$ cat src/iocfg_params.svh
// constants of the i/o pin configuration block: offsets, field codes, reset values
// assumes an apb slave window of 256 bytes with 32-bit aligned registers
`ifndef IOCFG_PARAMS_SVH
`define IOCFG_PARAMS_SVH

`define IOCFG_NPORT 2
`define IOCFG_NPIN 8
`define IOCFG_NPAIR 4

// per-port register offsets, port n sits at n * 0x40
`define IOCFG_OFS_DATA 6'h00
`define IOCFG_OFS_DMODE 6'h04
`define IOCFG_OFS_REGOUT 6'h08
`define IOCFG_OFS_HYST 6'h0c
`define IOCFG_OFS_INTMODE 6'h10
`define IOCFG_OFS_THRESH 6'h14
`define IOCFG_OFS_RSTCFG 6'h18
`define IOCFG_OFS_INTSTAT 6'h1c
`define IOCFG_OFS_INTCLR 6'h20
`define IOCFG_OFS_INTEN 6'h24
`define IOCFG_OFS_PINSTATE 6'h28
`define IOCFG_ADDR_GLOBAL 8'h80

// three-bit drive modes
`define IOCFG_DM_HIZ_ANALOG 3'h0
`define IOCFG_DM_HIZ_DIGITAL 3'h1
`define IOCFG_DM_RES_UP 3'h2
`define IOCFG_DM_RES_DN 3'h3
`define IOCFG_DM_OD_LO 3'h4
`define IOCFG_DM_OD_HI 3'h5
`define IOCFG_DM_STRONG 3'h6
`define IOCFG_DM_RES_UPDN 3'h7

// port reset configuration codes
`define IOCFG_RST_HIZ 2'h0
`define IOCFG_RST_PULLUP 2'h1
`define IOCFG_RST_PULLDN 2'h2

// interrupt detect modes
`define IOCFG_INT_NONE 2'h0
`define IOCFG_INT_RISE 2'h1
`define IOCFG_INT_FALL 2'h2
`define IOCFG_INT_BOTH 2'h3

// pair threshold codes
`define IOCFG_VTH_HALF_IO 2'h0
`define IOCFG_VTH_04_IO 2'h1
`define IOCFG_VTH_HALF_REF 2'h2
`define IOCFG_VTH_FULL_REF 2'h3

// nonvolatile reset configuration contents per port
`define IOCFG_NV_RSTCFG0 2'h1
`define IOCFG_NV_RSTCFG1 2'h0

`endif

$ cat src/iocfg_pkg.sv
// types shared by the i/o pin configuration block
// assumes iocfg_params.svh for the numeric constants
package iocfg_pkg;
	typedef enum logic [1:0] {LD_READ, LD_STORE, LD_DONE} iocfg_ld_e;
	typedef logic [2:0] iocfg_dm_t;
endpackage

$ cat src/iocfg_edge.sv
// edge detector for a group of pins, one two-bit mode per pin
// assumes sig is synchronous to pclk
`timescale 1ns/1ns
`include "iocfg_params.svh"
module iocfg_edge #(
	parameter int W = 8
) (
	input wire logic pclk,
	input wire logic presetn,
	input wire logic [W-1:0] sig,
	input wire logic [2*W-1:0] mode,
	output logic [W-1:0] evt
);
	logic [W-1:0] prev_ff;
	logic armed_ff;

	// history of the pins; the first cycle only primes it so no false edge follows reset
	always_ff @(posedge pclk or negedge presetn)
	begin
		if (!presetn)
		begin
			prev_ff <= '0;
			armed_ff <= 1'b0;
		end
		else
		begin
			prev_ff <= sig;
			armed_ff <= 1'b1;
		end
	end

	// per-pin selection of rising, falling, both or none
	always_comb
	begin
		for (int i = 0; i < W; i++)
		begin
			unique case (mode[2*i +: 2])
				`IOCFG_INT_NONE: evt[i] = 1'b0;
				`IOCFG_INT_RISE: evt[i] = armed_ff & sig[i] & ~prev_ff[i];
				`IOCFG_INT_FALL: evt[i] = armed_ff & ~sig[i] & prev_ff[i];
				`IOCFG_INT_BOTH: evt[i] = armed_ff & (sig[i] ^ prev_ff[i]);
			endcase
		end
	end
endmodule

$ cat src/iocfg_nvrom.sv
// nonvolatile store of per-port reset configuration, registered read
// assumes addr is below the port count
`timescale 1ns/1ns
`include "iocfg_params.svh"
module iocfg_nvrom (
	input wire logic pclk,
	input wire logic presetn,
	input wire logic addr,
	output logic [1:0] rd_data_ff
);
	// contents are fixed by IOCFG_NV_RSTCFG0 and IOCFG_NV_RSTCFG1, written at production time
	always_ff @(posedge pclk or negedge presetn)
	begin
		if (!presetn)
			rd_data_ff <= 2'h0;
		else
			rd_data_ff <= addr ? `IOCFG_NV_RSTCFG1 : `IOCFG_NV_RSTCFG0;
	end
endmodule

$ cat src/iocfg_top.sv
// i/o pin configuration for two special-pin ports with apb register access
// assumes synchronous pad inputs, pclk at 50 MHz, lp_mode from the power controller
// Overview of operation
// RULE1: all pins held high impedance analog while reset is asserted
// RULE2: after reset each port may be set to pull-up or pull-down alone
// RULE3: reset release copies nonvolatile port reset config into registers automatically
// RULE4: pins keep their state in low-power modes until woken or reset
// RULE5: port interrupt detection keeps running in low-power modes to wake part
// RULE6: each special pin selects supply-level or regulated high output
// RULE7: resistive pull modes unavailable on pins with regulated output
// RULE8: pins paired, each pair shares one reference so one threshold
// RULE9: pair threshold choices: half supply, 0.4 supply, half ref, full ref
// RULE10: inputs default to standard thresholds, differential only when selected
// RULE11: pair reference may take the analog global line, acting as comparator
// RULE12: per-pin hysteresis enable for the input buffer
// RULE13: software keeps overdriven pins in modes 0, 1 or 4
// RULE14: drive mode 4, open drain low, is encoded 1,0,0
// RULE15: per-pin rising, falling, both or no interrupt; event sets status bit
// RULE16: pull mode written under regulated output falls back to non-resistive drive
`timescale 1ns/1ns
`include "iocfg_params.svh"
module iocfg_top (
	input wire logic pclk,
	input wire logic presetn,
	input wire logic psel,
	input wire logic penable,
	input wire logic pwrite,
	input wire logic [7:0] paddr,
	input wire logic [31:0] pwdata,
	output logic [31:0] prdata,
	output logic pready,
	output logic pslverr,
	input wire logic lp_mode,
	input wire logic [15:0] pin_in,
	output logic [15:0] pad_dr_ff,
	output logic [47:0] pad_dm_ff,
	output logic [15:0] pad_inbuf_en_ff,
	output logic [15:0] pad_regout_ff,
	output logic [15:0] pad_hyst_ff,
	output logic [15:0] pad_vth_sel_ff,
	output logic [7:0] pad_diff_en_ff,
	output logic [7:0] pad_vref_aglobal_ff,
	output logic cfg_ready,
	output logic irq
);
	localparam int NP = `IOCFG_NPORT;
	localparam int NPIN = `IOCFG_NPIN;

	logic [NP-1:0][7:0] dr_ff;
	logic [NP-1:0][23:0] dm_ff;
	logic [NP-1:0][7:0] regout_ff;
	logic [NP-1:0][7:0] hyst_ff;
	logic [NP-1:0][15:0] intmode_ff;
	logic [NP-1:0][15:0] thresh_ff;
	logic [NP-1:0][1:0] rstcfg_ff;
	logic [NP-1:0][7:0] intstat_ff;
	logic [NP-1:0][7:0] inten_ff;
	logic [NP-1:0][7:0] evt;
	logic [NP-1:0][23:0] eff_dm;
	iocfg_pkg::iocfg_ld_e ld_state_ff;
	logic ld_idx_ff;
	logic [1:0] nv_data;
	logic wr_en;
	logic rd_en;
	logic port_sel;
	logic [5:0] ofs;
	logic is_global;
	logic mapped;
	logic ld_apply;
	logic sw_apply;
	logic apply_port;
	logic [1:0] apply_cfg;
	logic [31:0] nxt_rdata;
	logic [31:0] rdata_ff;

	// zero wait state slave
	assign pready = 1'b1;
	assign port_sel = paddr[6];
	assign ofs = paddr[5:0];
	assign is_global = (paddr == `IOCFG_ADDR_GLOBAL);
	assign wr_en = psel & penable & pwrite & mapped;
	assign rd_en = psel & ~penable & ~pwrite; // setup phase, data stands in access
	assign pslverr = psel & penable & ~mapped;
	assign cfg_ready = (ld_state_ff == iocfg_pkg::LD_DONE);

	// address decode; status and pin state are read-only, clear is write-only
	always_comb
	begin
		if (is_global)
			mapped = ~pwrite;
		else if (paddr[7])
			mapped = 1'b0;
		else
		begin
			unique case (ofs)
				`IOCFG_OFS_DATA, `IOCFG_OFS_DMODE, `IOCFG_OFS_REGOUT, `IOCFG_OFS_HYST,
				`IOCFG_OFS_INTMODE, `IOCFG_OFS_THRESH, `IOCFG_OFS_RSTCFG,
				`IOCFG_OFS_INTEN: mapped = 1'b1;
				`IOCFG_OFS_INTSTAT, `IOCFG_OFS_PINSTATE: mapped = ~pwrite;
				`IOCFG_OFS_INTCLR: mapped = pwrite;
				default: mapped = 1'b0;
			endcase
		end
	end

	// nonvolatile reset data store
	iocfg_nvrom u_nvrom (
		.pclk(pclk),
		.presetn(presetn),
		.addr(ld_idx_ff),
		.rd_data_ff(nv_data)
	);

	// loader walks the ports once after reset release, no software involved
	always_ff @(posedge pclk or negedge presetn)
	begin
		if (!presetn)
		begin
			ld_state_ff <= iocfg_pkg::LD_READ;
			ld_idx_ff <= 1'b0;
		end
		else
		begin
			unique case (ld_state_ff)
				iocfg_pkg::LD_READ: ld_state_ff <= iocfg_pkg::LD_STORE; // [RULE3]
				iocfg_pkg::LD_STORE:
				begin
					ld_idx_ff <= ~ld_idx_ff;
					ld_state_ff <= ld_idx_ff ? iocfg_pkg::LD_DONE : iocfg_pkg::LD_READ;
				end
				iocfg_pkg::LD_DONE: ld_state_ff <= iocfg_pkg::LD_DONE;
			endcase
		end
	end

	// a port reset config arrives either from the loader or from software
	assign ld_apply = (ld_state_ff == iocfg_pkg::LD_STORE); // [RULE3]
	assign sw_apply = wr_en & ~is_global & (ofs == `IOCFG_OFS_RSTCFG); // [RULE2]
	assign apply_port = ld_apply ? ld_idx_ff : port_sel;
	assign apply_cfg = ld_apply ? nv_data : pwdata[1:0];

	// configuration registers; applying a reset config rewrites one port only
	always_ff @(posedge pclk or negedge presetn)
	begin
		if (!presetn)
		begin
			dr_ff <= '0;
			dm_ff <= '0; // [RULE1]
			regout_ff <= '0;
			hyst_ff <= '0;
			intmode_ff <= '0;
			thresh_ff <= '0; // [RULE10]
			rstcfg_ff <= '0;
			inten_ff <= '0;
		end
		else
		begin
			if (ld_apply | sw_apply)
			begin
				rstcfg_ff[apply_port] <= apply_cfg; // [RULE2]
				unique case (apply_cfg)
					`IOCFG_RST_PULLUP:
					begin
						dm_ff[apply_port] <= {NPIN{`IOCFG_DM_RES_UP}};
						dr_ff[apply_port] <= 8'hff;
					end
					`IOCFG_RST_PULLDN:
					begin
						dm_ff[apply_port] <= {NPIN{`IOCFG_DM_RES_DN}};
						dr_ff[apply_port] <= 8'h00;
					end
					default:
					begin
						dm_ff[apply_port] <= {NPIN{`IOCFG_DM_HIZ_ANALOG}};
						dr_ff[apply_port] <= 8'h00;
					end
				endcase
			end
			if (wr_en & ~is_global & ~ld_apply)
			begin
				unique case (ofs)
					`IOCFG_OFS_DATA: dr_ff[port_sel] <= pwdata[7:0];
					`IOCFG_OFS_DMODE: dm_ff[port_sel] <= pwdata[23:0];
					`IOCFG_OFS_REGOUT: regout_ff[port_sel] <= pwdata[7:0]; // [RULE6]
					`IOCFG_OFS_HYST: hyst_ff[port_sel] <= pwdata[7:0]; // [RULE12]
					`IOCFG_OFS_INTMODE: intmode_ff[port_sel] <= pwdata[15:0]; // [RULE15]
					`IOCFG_OFS_THRESH: thresh_ff[port_sel] <= pwdata[15:0]; // [RULE9] [RULE11]
					`IOCFG_OFS_INTEN: inten_ff[port_sel] <= pwdata[7:0];
					default: ;
				endcase
			end
		end
	end

	// edge detection keeps running whatever lp_mode says, so a pin can wake the part
	generate
		for (genvar p = 0; p < NP; p++)
		begin : g_edge
			iocfg_edge #(.W(NPIN)) u_edge (
				.pclk(pclk),
				.presetn(presetn),
				.sig(pin_in[p*NPIN +: NPIN] & pad_inbuf_en_ff[p*NPIN +: NPIN]),
				.mode(intmode_ff[p]),
				.evt(evt[p])
			); // [RULE5]
		end
	endgenerate

	// sticky status; a new event wins over a clear in the same cycle
	always_ff @(posedge pclk or negedge presetn)
	begin
		if (!presetn)
			intstat_ff <= '0;
		else
		begin
			for (int p = 0; p < NP; p++)
			begin
				if (wr_en & ~is_global & (ofs == `IOCFG_OFS_INTCLR) & (port_sel == p[0]))
					intstat_ff[p] <= (intstat_ff[p] & ~pwdata[7:0]) | evt[p]; // [RULE15]
				else
					intstat_ff[p] <= intstat_ff[p] | evt[p]; // [RULE15]
			end
		end
	end

	// level interrupt while any enabled status bit is set
	assign irq = |(intstat_ff & inten_ff); // [RULE5]

	// pull modes are replaced by digital high z or strong drive under regulated output
	always_comb
	begin
		for (int p = 0; p < NP; p++)
		begin
			for (int i = 0; i < NPIN; i++)
			begin
				eff_dm[p][3*i +: 3] = dm_ff[p][3*i +: 3];
				if (regout_ff[p][i])
				begin
					unique case (dm_ff[p][3*i +: 3])
						`IOCFG_DM_RES_UP, `IOCFG_DM_RES_DN:
							eff_dm[p][3*i +: 3] = `IOCFG_DM_STRONG; // [RULE7] [RULE16]
						`IOCFG_DM_RES_UPDN:
							eff_dm[p][3*i +: 3] = `IOCFG_DM_HIZ_DIGITAL; // [RULE7] [RULE16]
						default: ;
					endcase
				end
			end
		end
	end

	// pad drive; held high z analog until the loader is done, frozen during low power
	always_ff @(posedge pclk or negedge presetn)
	begin
		if (!presetn)
		begin
			pad_dr_ff <= '0;
			pad_dm_ff <= '0; // [RULE1]
			pad_inbuf_en_ff <= '0;
			pad_regout_ff <= '0;
			pad_hyst_ff <= '0;
		end
		else if (!cfg_ready)
		begin
			pad_dm_ff <= '0; // [RULE1]
			pad_inbuf_en_ff <= '0;
		end
		else if (!lp_mode) // [RULE4]
		begin
			pad_dr_ff <= dr_ff;
			pad_dm_ff <= eff_dm; // [RULE14]
			pad_regout_ff <= regout_ff; // [RULE6]
			pad_hyst_ff <= hyst_ff; // [RULE12]
			for (int p = 0; p < NP; p++)
				for (int i = 0; i < NPIN; i++)
					pad_inbuf_en_ff[p*NPIN+i] <= (eff_dm[p][3*i +: 3] != `IOCFG_DM_HIZ_ANALOG);
		end
	end

	// one threshold setting per pair drives both pins of the pair
	always_ff @(posedge pclk or negedge presetn)
	begin
		if (!presetn)
		begin
			pad_vth_sel_ff <= '0;
			pad_diff_en_ff <= '0; // [RULE10]
			pad_vref_aglobal_ff <= '0;
		end
		else if (cfg_ready & ~lp_mode) // [RULE4]
		begin
			for (int p = 0; p < NP; p++)
			begin
				pad_vth_sel_ff[p*8 +: 8] <= thresh_ff[p][7:0]; // [RULE8] [RULE9]
				pad_diff_en_ff[p*4 +: 4] <= thresh_ff[p][11:8]; // [RULE10]
				pad_vref_aglobal_ff[p*4 +: 4] <= thresh_ff[p][15:12]; // [RULE11]
			end
		end
	end

	// read mux; unmapped and write-only locations read zero
	always_comb
	begin
		nxt_rdata = 32'h0;
		if (rd_en & is_global)
			nxt_rdata = {31'h0, cfg_ready};
		else if (rd_en & mapped)
		begin
			unique case (ofs)
				`IOCFG_OFS_DATA: nxt_rdata = {24'h0, dr_ff[port_sel]};
				`IOCFG_OFS_DMODE: nxt_rdata = {8'h0, dm_ff[port_sel]};
				`IOCFG_OFS_REGOUT: nxt_rdata = {24'h0, regout_ff[port_sel]};
				`IOCFG_OFS_HYST: nxt_rdata = {24'h0, hyst_ff[port_sel]};
				`IOCFG_OFS_INTMODE: nxt_rdata = {16'h0, intmode_ff[port_sel]};
				`IOCFG_OFS_THRESH: nxt_rdata = {16'h0, thresh_ff[port_sel]};
				`IOCFG_OFS_RSTCFG: nxt_rdata = {30'h0, rstcfg_ff[port_sel]};
				`IOCFG_OFS_INTSTAT: nxt_rdata = {24'h0, intstat_ff[port_sel]};
				`IOCFG_OFS_INTEN: nxt_rdata = {24'h0, inten_ff[port_sel]};
				`IOCFG_OFS_PINSTATE: nxt_rdata = {24'h0, pin_in[port_sel*NPIN +: NPIN]};
				default: nxt_rdata = 32'h0;
			endcase
		end
	end

	// read data registered at setup, so it stands through the zero-wait access and is zero after
	always_ff @(posedge pclk or negedge presetn)
	begin
		if (!presetn)
			rdata_ff <= 32'h0;
		else
			rdata_ff <= nxt_rdata;
	end
	assign prdata = rdata_ff;
endmodule

$ cat config.mk
export PLATFORM = sky130hd
export DESIGN_NAME = iocfg_top
export DESIGN_NICKNAME = d
export VERILOG_FILES = /design/src/iocfg_pkg.sv /design/src/iocfg_edge.sv /design/src/iocfg_nvrom.sv /design/src/iocfg_top.sv
export VERILOG_INCLUDE_DIRS = /design/src
export SDC_FILE = /design/constraint.sdc
export NUM_CORES = 1
export LEC_CHECK = 0
export BUFFER_PORTS_ARGS = -buffer_cell sky130_fd_sc_hd__buf_4
export CORE_MARGIN = 10
export CORE_UTILIZATION = 52
export DETAILED_ROUTE_END_ITERATION = 10
export GPL_ROUTABILITY_DRIVEN = 0
export PLACE_DENSITY = 0.75
export SLEW_MARGIN = 20
export SYNTH_ARGS = -nofsm -noshare
export SYNTH_HDL_FRONTEND = slang
export SYNTH_SLANG_ARGS = --single-unit
export TNS_END_PERCENT = 5
$ cat constraint.sdc
create_clock -name pclk -period 2.5 [get_ports pclk]
set_clock_uncertainty 0.15 [all_clocks]
set_input_delay 0 -clock pclk [delete_from_list [all_inputs] [get_ports pclk]]
set_output_delay 0 -clock pclk [all_outputs]
set_load 0.02 [all_outputs]
; ---- Word level (Yosys, flattened, before mapping)
; Index checks and enable logic that the tools add are counted.
[classes]
magnitude_cmp = 4
n_eq_ne = 112
shifts = 1
mux = 111
n_bitwise = 173
n_reduce_logical = 61
[op_table]
columns = op, count
row1 = 48-bit 2-to-1 mux, 5
row2 = 24-bit one-hot mux with 10 select lines, 1
row3 = 16-bit 2-to-1 mux, 11
row4 = 24-bit 2-to-1 mux, 6
row5 = 8-bit 2-to-1 mux, 14
row6 = 3-bit by 2-bit == test with 1-bit output (second input constant), 32
row7 = 3-bit one-hot mux with 2 select lines, 16
row8 = 48-bit one-hot mux with 2 select lines, 1
row9 = 1-bit bitwise AND, 95
row10 = 2-bit == test (second input constant), 34
row11 = 16-bit bitwise mux, 4
row12 = 32-bit bitwise mux, 2
row13 = 1-bit one-hot mux with 4 select lines, 16
row14 = 16-bit bitwise AND, 3
row15 = 48-bit bitwise AND, 1
row16 = 48-bit bitwise mux, 1
row17 = 24-bit demux with 1-bit select, 2
row18 = 3-bit == test (second input constant), 16
row19 = 3-bit 2-to-1 mux, 16
row20 = 48-bit NOT, 1
row21 = 3-bit nonzero test, 16
row22 = 1-bit NOT, 40
row23 = 2-bit by 1-bit == test with 1-bit output (second input constant), 18
row24 = 2-bit logical NOT, 17
row25 = 33 further kinds, 94
[word_totals]
ff_bits = 393
inputBits = 62
out_inout_bits = 180
word_cells = 495

; ---- Logic depth before layout (Yosys ltp)
; Gate-level depths: netlist of run 1.
[depth]
depth_word = 13
mapped_depth = 12
mapped_depth_nobuf = 11

; ---- Hierarchy
; A second synthesis of run 1 with hierarchy kept.
[hier_totals]
hier_cells = 1549
area_unflattened_um2 = 17735.8
[modules_own_cells]
columns = module, instances, cells_each, area_each_um2, seq_area_each_um2
row1 = iocfg_top, 1, 1473, 16864.9, 9183.8
row2 = iocfg_edge, 2, 36, 415.4, 225.2
row3 = iocfg_nvrom, 1, 4, 40.0, 25.0

; ---- Least setup slack after synthesis of run 1
; No wires, ideal clock.
[synth_timing]
kind = register -> register
startpoint = reg ld_state_ff[1]
endpoint = reg dm_ff[0] (netlist name)
setup_time_ns = 0.126
arrival_ns = 2.347
t_required_ns = 2.224
setup_slack_ns = -0.123
stages_incl_launch_ff = 10
path_buffers = 1
synth_period_minus_slack_ns = 2.623
cell_sequence = dfrtp_1 > inv_1 > ha_1 > clkbuf_1 > mux2i_1 > ha_1 > or2_2 > a21oi_1 > nor2_1 > a221o_1
[synth_between]
elab_chain_cells = 13
word_cells_on_any_way = 23
classes_between = order compare (2) / eq/ne (3) / mux (9) / bitwise (8) / reduce/logical (1)
[synth_lines]
columns = item, line_no
row1 = from (decl), iocfg_top.sv:60  ; iocfg_pkg::iocfg_ld_e ld_state_ff;
row2 = from (signal assigned), iocfg_top.sv:119  ; ld_state_ff <= iocfg_pkg::LD_READ;
row3 = from (signal assigned), iocfg_top.sv:125  ; iocfg_pkg::LD_READ: ld_state_ff <= iocfg_pkg::LD_STORE;
row4 = from (signal assigned), iocfg_top.sv:129  ; ld_state_ff <= ld_idx_ff ? iocfg_pkg::LD_DONE : iocfg_pkg::LD_READ;
row5 = 2-bit by 1-bit == test with 1-bit output *, iocfg_top.sv:137  ; assign ld_apply = (ld_state_ff == iocfg_pkg::LD_STORE);
row6 = 1-bit 2-to-1 mux, iocfg_top.sv:139  ; assign apply_port = ld_apply ? ld_idx_ff : port_sel;
row7 = 1-bit by 2-bit < comparator with 1-bit output or 1-bit greater-or-equal comparator (tied branches), "iocfg_top.sv:164, iocfg_top.sv:169, iocfg_top.sv:174"
row8 = 1-bit logical AND, "iocfg_top.sv:164, iocfg_top.sv:169, iocfg_top.sv:174"
row9 = 24-bit 2-to-1 mux, "iocfg_top.sv:164, iocfg_top.sv:169, iocfg_top.sv:174"
row10 = 24-bit demux with 1-bit select, "iocfg_top.sv:164, iocfg_top.sv:169, iocfg_top.sv:174"
row11 = 48-bit NOT (no source line) or 32-bit NOT (tied branches), -
row12 = 48-bit bitwise AND (no source line) or 32-bit bitwise AND (tied branches), -
row13 = 48-bit one-hot mux with 2 select lines, iocfg_top.sv:161  ; unique case (apply_cfg)
row14 = 48-bit 2-to-1 mux, iocfg_top.sv:158  ; if (ld_apply | sw_apply)
row15 = 48-bit bitwise mux, iocfg_top.sv:183  ; `IOCFG_OFS_DMODE: dm_ff[port_sel] <= pwdata[23:0];
row16 = 48-bit 2-to-1 mux, iocfg_top.sv:181  ; unique case (ofs)
row17 = 48-bit 2-to-1 mux *, iocfg_top.sv:179  ; if (wr_en & ~is_global & ~ld_apply)
row18 = "to (signal, indexed assignment)", iocfg_top.sv:164  ; dm_ff[apply_port] <= {NPIN{`IOCFG_DM_RES_UP}};
row19 = "to (signal, indexed assignment)", iocfg_top.sv:169  ; dm_ff[apply_port] <= {NPIN{`IOCFG_DM_RES_DN}};
row20 = "to (signal, indexed assignment)", iocfg_top.sv:183
row21 = to (decl), iocfg_top.sv:50  ; logic [NP-1:0][23:0] dm_ff;
; Mark *: on every way between the ends. The rest lies on a longest branch, timed or not.
; A chain may end at the register's enable or synchronous reset.

; ---- Final worst setup path of run 1
[layout_timing]
startpoint = reg ld_state_ff[0]
endpoint = reg intmode_ff[2] (netlist name)
[layout_between]
elab_chain_cells = 4
[layout_lines]
columns = item, line_no
row1 = 2-bit by 1-bit == test with 1-bit output, iocfg_top.sv:137
row2 = 1-bit NOT, iocfg_top.sv:179
row3 = 1-bit bitwise AND, iocfg_top.sv:179
row4 = 2-bit AND reduction (no source line), -
row5 = "to (signal, indexed assignment)", iocfg_top.sv:186  ; `IOCFG_OFS_INTMODE: intmode_ff[port_sel] <= pwdata[15:0];
row6 = to (decl), iocfg_top.sv:53  ; logic [NP-1:0][15:0] intmode_ff;
; No other way between the ends.

==> flow_metrics.tcl, run 1 <==
set metrics [dict create \
    crit_required_ns 2.75 \
    whs_ns 0.02879 \
    end_kind "register" \
    peakVddDrop_uv 529.9 \
    final_nets 1924 \
    slew_violations 0 \
    wire_per_inst_um 24.83 \
    drive_above_1_share 0.3047 \
    remaining_drc_errors 0 \
    core_area_um2 32700 \
    grt_pass1_vias 14722 \
    min_period_ns 2.464 \
    power_mw 13.73 \
    sequentialPowerShare 0.464 \
    clkTransAtPathRegs_ns 0.06 \
    regArea_um2 9634 \
    yosys_warnings 0 \
    rsz0062_at_grt "yes" \
    power.density_cell_area_nw_per_um2 627.8 \
    syn_avg_cell_area_um2 11.12 \
    finalSetupViolations 0 \
    numCtsBuffers 41 \
    grt_pass1_wl_mm 88.95 \
    ys_ff_latch 385 \
    async_flop_share 1.000 \
    synth_area_um2 17310 \
    mostFrequentLayoutCell "dfrtp_1" \
    drv_cap 0 \
    status "completed" \
    clock_latency_ns 0.54 \
    final_core_util 0.6688 \
    num_rows 66 \
    power.switching_mw 3.095 \
    wirelength_mm 57.83 \
    cts_max_path_buffers 3 \
    cp.arrival_ns 2.71 \
    mostFrequentLayoutCells "dfrtp_1, buf_4, nand2_1, mux2_2, o21ai_0" \
    hold_violations 0 \
    fillers 2518 \
    hold_depth 4 \
    hpwlAfterDp_mm 41.29 \
    path_max_fanout 16 \
    pwr-share-clk 0.475 \
    switching_share 0.2254 \
    fin_tns_setup_ns 0 \
    cts_tree "built" \
    r2r_setup_slack_ns 0.04 \
    die_x_um 202.5 \
    startpoint_type "register" \
    overflow 0 \
    hp-class "in2reg" \
    synth_cell_types 54 \
    die_y_um 202.5 \
    r2r_cells 6 \
    portBuffers 224 \
    cts_setup_buffers 0 \
    synth-main-ff-cell "dfrtp_1" \
    cts_sinks 385 \
    internal-power_mw 10.64 \
    vias 14374 \
    worstSetupPathType "reg2reg" \
    vias_per_cell 6.172 \
    holdPathEnd "pad_inbuf_en_ff[0]$_DFFE_PN0P_" \
    drtAntennaViolNets 0 \
    r2r-end "intmode_ff[2]$_DFFE_PN0P_" \
    r2r_start "ld_state_ff[0]$_DFF_PN0_" \
    finalCritPeriodShare 0.9855 \
    grt_util_all_layers 0.2772 \
    grt_max_degree 81 \
    slew_headroom 0.4652 \
    first_pass_iters 7 \
    io_pins 242 \
    h-tree-depth 2 \
    dr.first_iter.drc_count 1665 \
    die_area_um2 40990 \
    synthCells 1557 \
    max_freq_mhz 405.9 \
    worst_pin_slew_ns 0.7978 \
    syn2layout_area_growth_pct 26.35 \
    multi_input_area_um2 7346 \
    antenna_found_initial 0 \
    yosysSeqAreaShare 0.5566 \
    power_frac_comb 0.061 \
    antennaDiodeCount 0 \
    min_from "lp_mode" \
    start_util 0.5293 \
    p_leak_nw 10.30 \
    clock-root-buffer "clkbuf_16" \
    synth_edf_count 0 \
]
## sequential cells by signal (all words and copies together) (netlist names), 2 cells and up
name,cells
inten_ff,16
intmode_ff,32
hyst_ff,16
pad_regout_ff,16
pad_inbuf_en_ff,16
regout_ff,16
pad_hyst_ff,16
thresh_ff,32
ld_state_ff,2
intstat_ff,16
pad_diff_en_ff,8
rstcfg_ff,4
dr_ff,16
pad_vth_sel_ff,16
prdata,24
pad_dr_ff,16
dm_ff,48
pad_vref_aglobal_ff,8
g_edge.u_edge.prev_ff,16
pad_dm_ff,48
## through the flow
| stage | area [µm²] | cells | setup WS, ns |
|---|---|---|---|
| 2_1_floorplan | 17340 | 1565 | 0.01014 |
| 3_3_place_gp | 19870 | 2209 | -0.01742 |
| 3_5_place_dp | 19870 | 2209 | -0.02127 |
| 4_1_cts | 21820 | 2329 | 0.01477 |
| 5_1_grt | 21870 | 2329 | -0.04017 |
| 6_report | 21870 | 2329 | 0.03632 |
## worst max-delay path: stages (launching register included)
cell	delay, ns
dfrtp_1	0.40
ha_2	0.21
buf_4	0.15
or4b_4	0.54
buf_6	0.17
nor2_8	0.32
mux2_2	0.39
## worst max path at each step
stage	start	slack, ns	to	cells after the start
global route	ld_state_ff[0]$_DFF_PN0_	-0.04	dm_ff[1]$_DFF_PN0_	12
CTS	ld_state_ff[0]$_DFF_PN0_	0.01	dm_ff[21]$_DFF_PN0_	9
global placement	ld_state_ff[1]$_DFF_PN0_	-0.02	dm_ff[46]$_DFF_PN0_	12
floorplan	ld_state_ff[1]$_DFF_PN0_	0.01	dm_ff[0]$_DFF_PN0_	9
finish	ld_state_ff[0]$_DFF_PN0_	0.04	intmode_ff[2]$_DFFE_PN0P_	6
detailed placement	ld_state_ff[1]$_DFF_PN0_	-0.02	dm_ff[34]$_DFF_PN0_	12
## power groups by stage
stage               sequential, mW  clock [mW]  combinational (mW)
floorplan                     6.48           0               0.300
global placement              6.47           0               0.750
detailed placement            6.47           0               0.761
CTS                           6.36        6.60               0.826
global route                  6.37        6.83               0.898
finish                        6.36        6.52               0.842
## cell type report
| class | count | share of cell area |
|---|---|---|
| clock buffers | 54 | 0.05378 |
| well taps | 442 | 0.02529 |
| clock inverters | 18 | 0.01287 |
| flip-flops and latches | 385 | 0.4405 |
| inverters | 6 | 0.001030 |
| repair buffers | 341 | 0.1307 |
| multi-input cells | 1083 | 0.3359 |
## kinds of logic (layout without fill, tap and decap cells)
kind of cell | Yosys count | after routing | share of synthesized area
and+or+nand+nor | 467 | 467 | 0.1308
muxes | 259 | 259 | 0.1645
adders and majority gates | 4 | 4 | 0.002891
xor gates and xnor gates | 1 | 1 | 0.0005061
DFF | 385 | 385 | 0.5566
buffers and inverters | 97 | 419 | 0.02443
AOI/OAI and AO/OA | 342 | 342 | 0.1199
other | 2 | 10 | 0.0004338
## timing repair
item                                    in CTS  in global routing
hold buffers                                48                  0
endpoints found under the setup margin      24                 68
hold endpoints to repair                   619                  0
pin swaps                                    1                  0
gates resized for setup                      3                 11
## cell usage after synthesis (all sizes together), types with 4 or more instances
library cell,count,area share
a211oi,4,0.0017
mux2i,55,0.032
and2,37,0.013
nand3,41,0.012
clkbuf,57,0.012
nand3b,17,0.0074
and3,5,0.0018
buf,34,0.011
a21oi,96,0.028
nor4,4,0.0018
dfrtp,385,0.56
a221oi,6,0.0030
nor2b,20,0.0072
a21boi,16,0.0069
mux2,204,0.13
nor3,45,0.014
nand2,200,0.044
inv,6,0.0013
o21ai,123,0.036
a22oi,28,0.012
ha,4,0.0029
o22ai,20,0.0072
a221o,9,0.0052
nand4,9,0.0033
nor2,75,0.021
nand2b,6,0.0022
a22o,29,0.015
## routing by layer
metal	global-route usage	wire, µm	vias to the layer above
met5	0	0	-
met4	0.1412	3264	0
met3	0.06002	5753	205
met2	0.4415	27000	846
met1	0.3511	21810	7166
li1	-	-	6157
Note: power is estimated with default switching activity, not from simulation.
==> inputs of run 2 (changes only) <==
- RECOVER_POWER: default -> 25
==> flow_metrics.tcl, run 2 (synthesis results as in run 1) <==
set metrics [dict create \
    critPathSlowestCell "or4b_4" \
    num_rows 66 \
    first_pass_iters 7 \
    grt_max_degree 81 \
    vias 14335 \
    die_x_um 202.5 \
    top_regs "dm_ff (48), pad_dm_ff (48)" \
    power.density_cell_area_nw_per_um2 644.2 \
    worstSetupPathType "reg2reg" \
    hold_violations 0 \
    path_max_fanout 16 \
    fillers 2689 \
    die_area_um2 40990 \
    end_kind "register" \
    overflow 0 \
    dpl_cell_area_um2 19870 \
    cts_setup_buffers 0 \
    grt_pass1_vias 14722 \
    mostFrequentLayoutCells "dfrtp_1, nand2_1, mux2_2, clkbuf_1, buf_4" \
    peakVddDrop_uv 526.6 \
    vias_per_cell 6.152 \
    numCtsBuffers 41 \
    antenna_found_initial 0 \
    setup_ws_ns 0.04212 \
    clkTransAtPathRegs_ns 0.06 \
    drv_cap 0 \
    syn2layout_area_growth_pct 23.00 \
    maxUsedRoutingLayer "met4" \
    cts_max_path_buffers 3 \
    die_y_um 202.5 \
    internal-power_mw 10.62 \
    final_nets 1924 \
    crit_required_ns 2.75 \
    clock_latency_ns 0.54 \
    h-tree-depth 2 \
    slew_headroom 0.2171 \
    switching_share 0.2260 \
    startpoint_type "register" \
    wirelength_mm 57.81 \
    fin_tns_setup_ns 0 \
    cp_slowest_stage_delay_ns 0.54 \
    status "completed" \
    mostFrequentLayoutCell "dfrtp_1" \
    worst_pin_slew_ns 1.174 \
    sequentialPowerShare 0.464 \
    final_core_util 0.6511 \
    portBuffers 224 \
    remaining_drc_errors 0 \
    hp-class "in2reg" \
    core_area_um2 32700 \
    cp.arrival_ns 2.71 \
    cts_tree "built" \
    max_freq_mhz 406.9 \
    cts_sinks 385 \
    drive_above_1_share 0.2236 \
    power_mw 13.72 \
    slew_violations 0 \
    grt_util_all_layers 0.2772 \
    p_leak_nw 9.656 \
    wl_met2_mm 27.07 \
    wire_per_inst_um 24.81 \
    rsz0062_at_grt "yes" \
    cp_top_family "simple AND/OR/NAND/NOR gates" \
    pre_cts_ws_ns -0.02127 \
    clock-root-buffer "clkbuf_16" \
    pwr-share-clk 0.476 \
    start_util 0.5293 \
    power_frac_comb 0.060 \
    hpwlAfterDp_mm 41.29 \
    io_pins 242 \
    path_cells "ha_2 -> buf_4 -> or4b_4 -> buf_6 -> nor2_8 -> mux2_2" \
    finalSetupViolations 0 \
    route.met3.wl_mm 5.536 \
    cp_num_buf_inv 2 \
    min_period_ns 2.458 \
    dr.first_iter.drc_count 1655 \
    drtAntennaViolNets 0 \
    stdcell_area_um2 21290 \
    finalCritPeriodShare 0.9832 \
    power.switching_mw 3.100 \
    grt_pass1_wl_mm 88.95 \
    met1_length_mm 22.06 \
]
## run 2: changes by cell type in the layout (fill, tap and decap cells not counted), sizes merged
cell	delta
clkbuf	+154
diode	+1
buf	-154
## run 2: cell type report
class / count / area (µm²) / share of cell area
Antenna cell: 1 / 2.502 / 0.0001175
Timing Repair Buffer: 341 / 2276 / 0.1069
Clock buffer: 54 / 1176 / 0.05524
Tap cell: 442 / 553.0 / 0.02597
Inverter: 6 / 22.52 / 0.001058
Multi-Input combinational cell: 1083 / 7346 / 0.3450
Sequential cell: 385 / 9634 / 0.4525
Clock inverter: 18 / 281.5 / 0.01322
## run 2: metrics by stage
stage          hold slack [ns]  std cells
6_report               0.02809       2330
3_3_place_gp           -0.1167       2209
2_1_floorplan          -0.4456       1565
5_1_grt                0.04321       2329
3_5_place_dp           -0.1087       2209
4_1_cts               0.002807       2329
## run 2: power groups by stage
stage                     Combinational, mW  Clock [mW]  Sequential (mW)
final                                 0.821        6.53             6.36
after global routing                  0.878        6.83             6.37
after CTS                             0.826        6.60             6.36
after detailed placement              0.761           0             6.47
after global placement                0.750           0             6.47
after floorplan                       0.300           0             6.48
## run 2: final timing paths
kind                                          start  slack [ns]                            end  cells past startpoint
max in group asynchronous                   presetn        0.53            prdata[2]$_DFF_PN0_                      4
max                        ld_state_ff[0]$_DFF_PN0_        0.04      intmode_ff[2]$_DFFE_PN0P_                      6
min reg2reg                rstcfg_ff[1]$_DFFE_PN0P_        0.34       rstcfg_ff[1]$_DFFE_PN0P_                      2
max reg2reg                ld_state_ff[0]$_DFF_PN0_        0.04      intmode_ff[2]$_DFFE_PN0P_                      6
min in group asynchronous                   presetn        0.68  pad_diff_en_ff[7]$_DFFE_PN0P_                      3
min                                         lp_mode        0.03       pad_dm_ff[4]$_DFFE_PN0P_                      4
## run 2: worst min-delay path, stage by stage
cell      delay (ns)
buf_4           0.12
buf_4           0.33
nand2_1         0.13
a21boi_0        0.06
## run 2: routing by layer
layer / track usage / vias to the layer above
met5: 0 / -
met4: 0.1412 / 0
met3: 0.06002 / 216
met2: 0.4415 / 836
met1: 0.3511 / 7137
li1: - / 6146
## run 2: timing repair
action                                  CTS  global route
resized for setup                         3            11
endpoints found under the hold margin   619             0
endpoints found under the setup margin   24            68
hold buffers                             48             0
pin swaps                                 1             0
==> inputs of run 3 (changes only) <==
- ABC_AREA: default -> 1
==> flow_metrics.tcl, run 3 <==
set metrics [dict create \
    startpoint_type "register" \
    clkTransAtPathRegs_ns 0.06 \
    wire_per_inst_um 21.15 \
    pwr-share-clk 0.454 \
    synth_area_um2 17620 \
    rsz0062_at_grt "yes" \
    path_max_fanout 16 \
    synthTopCellsByCount "nand2_1, dfrtp_1, o21ai_0" \
    sequentialPowerShare 0.472 \
    synth-compound-area-share 0.1457 \
    portBuffers 224 \
    wirelength_mm 61.00 \
    min_period_ns 2.375 \
    slew_headroom 0.2272 \
    grt_util_all_layers 0.2881 \
    synth_cell_types 45 \
    finalCritPeriodShare 0.9499 \
    async_flop_share 1.000 \
    first_pass_iters 6 \
    cts_sinks 385 \
    r2r_setup_slack_ns 0.13 \
    drtAntennaViolNets 0 \
    synth_simple_gate_area_frac 0.2341 \
    io_pins 242 \
    hpwlAfterDp_mm 43.49 \
    synth-main-ff-cell "dfrtp_1" \
    num_rows 67 \
    max_freq_mhz 421.1 \
    mostFrequentLayoutCell "nand2_1" \
    worstSetupPathType "reg2reg" \
    synth_top_area_frac 0.5468 \
    vias 16605 \
    die_area_um2 41650 \
    synthCells 2141 \
    yosysSeqAreaShare 0.5468 \
    min_from "pin_in[8]" \
    drive_above_1_share 0.1556 \
    hp-class "in2reg" \
    overflow 0 \
    cp.arrival_ns 2.65 \
    clock-root-buffer "clkbuf_16" \
    end_kind "register" \
    cts_max_path_buffers 3 \
    fillers 2768 \
    grt_max_degree 102 \
    h-tree-depth 2 \
    ys_top_cells_by_area "dfrtp_1, nand2_1, o21ai_0" \
    final_nets 2469 \
    synth_most_common_cell "nand2_1" \
    grt_pass1_vias 16044 \
    grt_pass1_wl_mm 93.80 \
    ys_ff_latch 385 \
    whs_ns 0.1036 \
    power.density_cell_area_nw_per_um2 629.2 \
    die_y_um 204.1 \
    antenna_found_initial 0 \
    mostFrequentLayoutCells "nand2_1, dfrtp_1, buf_4, o21ai_0, inv_1" \
    synth_top_family_by_area "simple AND/OR/NAND/NOR gates" \
    slew_violations 0 \
    power_frac_comb 0.074 \
    worst_pin_slew_ns 1.159 \
    dp.cells 2751 \
    syn2layout_area_growth_pct 23.19 \
    post-synth-top-area-cell "dfrtp_1" \
    hold_depth 4 \
    synth_edf_count 0 \
    peakVddDrop_uv 430.0 \
    switching_share 0.2455 \
    r2r_start "ld_state_ff[1]$_DFF_PN0_" \
    vias_per_cell 5.758 \
    core_area_um2 33450 \
    drv_cap 0 \
    start_util 0.5268 \
    clock_latency_ns 0.55 \
    holdPathEnd "g_edge[1].u_edge.prev_ff[0]$_DFF_PN0_" \
    yosys_warnings 0 \
    die_x_um 204.1 \
    syn_avg_cell_area_um2 8.230 \
    synthAdderAreaFrac 0.002841 \
    r2r-end "dm_ff[22]$_DFF_PN0_" \
    muxShareOfSynthArea 0 \
    crit_required_ns 2.77 \
    cts_tree "built" \
    status "completed" \
    power.switching_mw 3.352 \
    remaining_drc_errors 0 \
    numCtsBuffers 42 \
    internal-power_mw 10.30 \
    finalSetupViolations 0 \
    top_regs "dm_ff (48), pad_dm_ff (48)" \
    p_leak_nw 10.73 \
    final_cells 2884 \
    synth_xor_area_frac 0 \
    r2r_cells 15 \
    dr.first_iter.drc_count 1860 \
    hold_violations 0 \
]
[run 3: cell types whose count changed in the layout (fill, tap and decap cells not counted), moves of 21 or more]
cell	delta
a21oi_1	-41
a22o_1	-26
and2_1	-21
buf_4	+124
clkbuf_1	-127
inv_1	+159
mux2_2	-184
mux2i_1	-55
nand2_1	+408
nand3_1	+104
nor2_1	+95
nor3_1	-22
o21ai_0	+116
o21ai_1	+116
[run 3: stage by stage]
stage          power, mW  setup TNS [ns]  setup WS, ns    util  cell area, µm²
2_1_floorplan      6.949               0      0.003136       -           17650
3_3_place_gp       7.463               0       0.05675  0.5932           19840
3_5_place_dp       7.484          -1.048       -0.1112  0.5932           19840
4_1_cts            13.69               0       0.01857  0.6511           21780
5_1_grt            14.05         -0.1788      -0.03229  0.6488           21700
6_report           13.66               0        0.1252  0.6489           21700
[run 3: kinds of logic after synthesis]
kind of cell / count (synthesis)
AO/OA/AOI/OAI: 480
adder cells (fa/ha/maj): 4
buffers and inverters: 296
flip-flops: 385
other: 2
AND/OR/NAND/NOR: 974
[run 3: area by class of cell]
cell class / count / area (µm²) / area share
antenna: 1 / 2.502 / 0.0001153
clock buffer: 58 / 1225 / 0.05644
clock inverter: 18 / 163.9 / 0.007552
inverter: 173 / 654.4 / 0.03015
multi-input combinational: 1468 / 6837 / 0.3150
sequential: 385 / 9634 / 0.4439
tap: 448 / 560.5 / 0.02583
timing repair buffer: 333 / 2628 / 0.1211
[run 3: power by group through the flow]
| stage | logic (mW) | registers (mW) | clock network (mW) |
|---|---|---|---|
| 6_report | 1.01 | 6.44 | 6.20 |
| 4_1_cts | 1.01 | 6.44 | 6.24 |
| 3_5_place_dp | 0.936 | 6.55 | 0 |
| 3_3_place_gp | 0.917 | 6.55 | 0 |
| 5_1_grt | 1.10 | 6.45 | 6.50 |
| 2_1_floorplan | 0.382 | 6.57 | 0 |
[run 3: what timing repair did]
action / CTS / global route
gates resized for setup: 2 / 16
setup buffers: 0 / 3
hold buffers: 53 / 0
endpoints found under the hold margin: 591 / 0
pin swaps: 0 / 7
setup endpoints to repair: 16 / 51
[run 3: worst max path at each step]
stage,from,endpoint,slack [ns],depth (start not counted)
detailed placement,ld_state_ff[1]$_DFF_PN0_,dm_ff[22]$_DFF_PN0_,-0.11,13
global placement,ld_state_ff[1]$_DFF_PN0_,dm_ff[21]$_DFF_PN0_,0.06,13
finish,ld_state_ff[1]$_DFF_PN0_,dm_ff[22]$_DFF_PN0_,0.13,15
global route,ld_state_ff[1]$_DFF_PN0_,dm_ff[22]$_DFF_PN0_,-0.03,15
CTS,ld_state_ff[1]$_DFF_PN0_,dm_ff[22]$_DFF_PN0_,0.02,13
floorplan,ld_state_ff[1]$_DFF_PN0_,dm_ff[21]$_DFF_PN0_,0.003,15
[run 3: critical path: stages, from the launching register on]
cell and delay, ns:
dfrtp_1 0.38, inv_1 0.06, ha_2 0.17, inv_1 0.05
or2_2 0.30, o21ai_4 0.09, inv_1 0.08, ha_2 0.20
inv_1 0.07, nand2_1 0.05, o21ai_0 0.09, inv_2 0.18
o21ai_1 0.12, nor2_1 0.07, nor2_1 0.14, nor2_1 0.06
[run 3: layer usage]
| layer | GRT usage | part of all wire | up-vias |
|---|---|---|---|
| met2 | 0.4335 | 0.44 | 984 |
| li1 | - | - | 7519 |
| met3 | 0.07180 | 0.11 | 184 |
| met4 | 0.1386 | 0.050 | 0 |
| met5 | 0 | 0 | - |
| met1 | 0.3845 | 0.40 | 7918 |
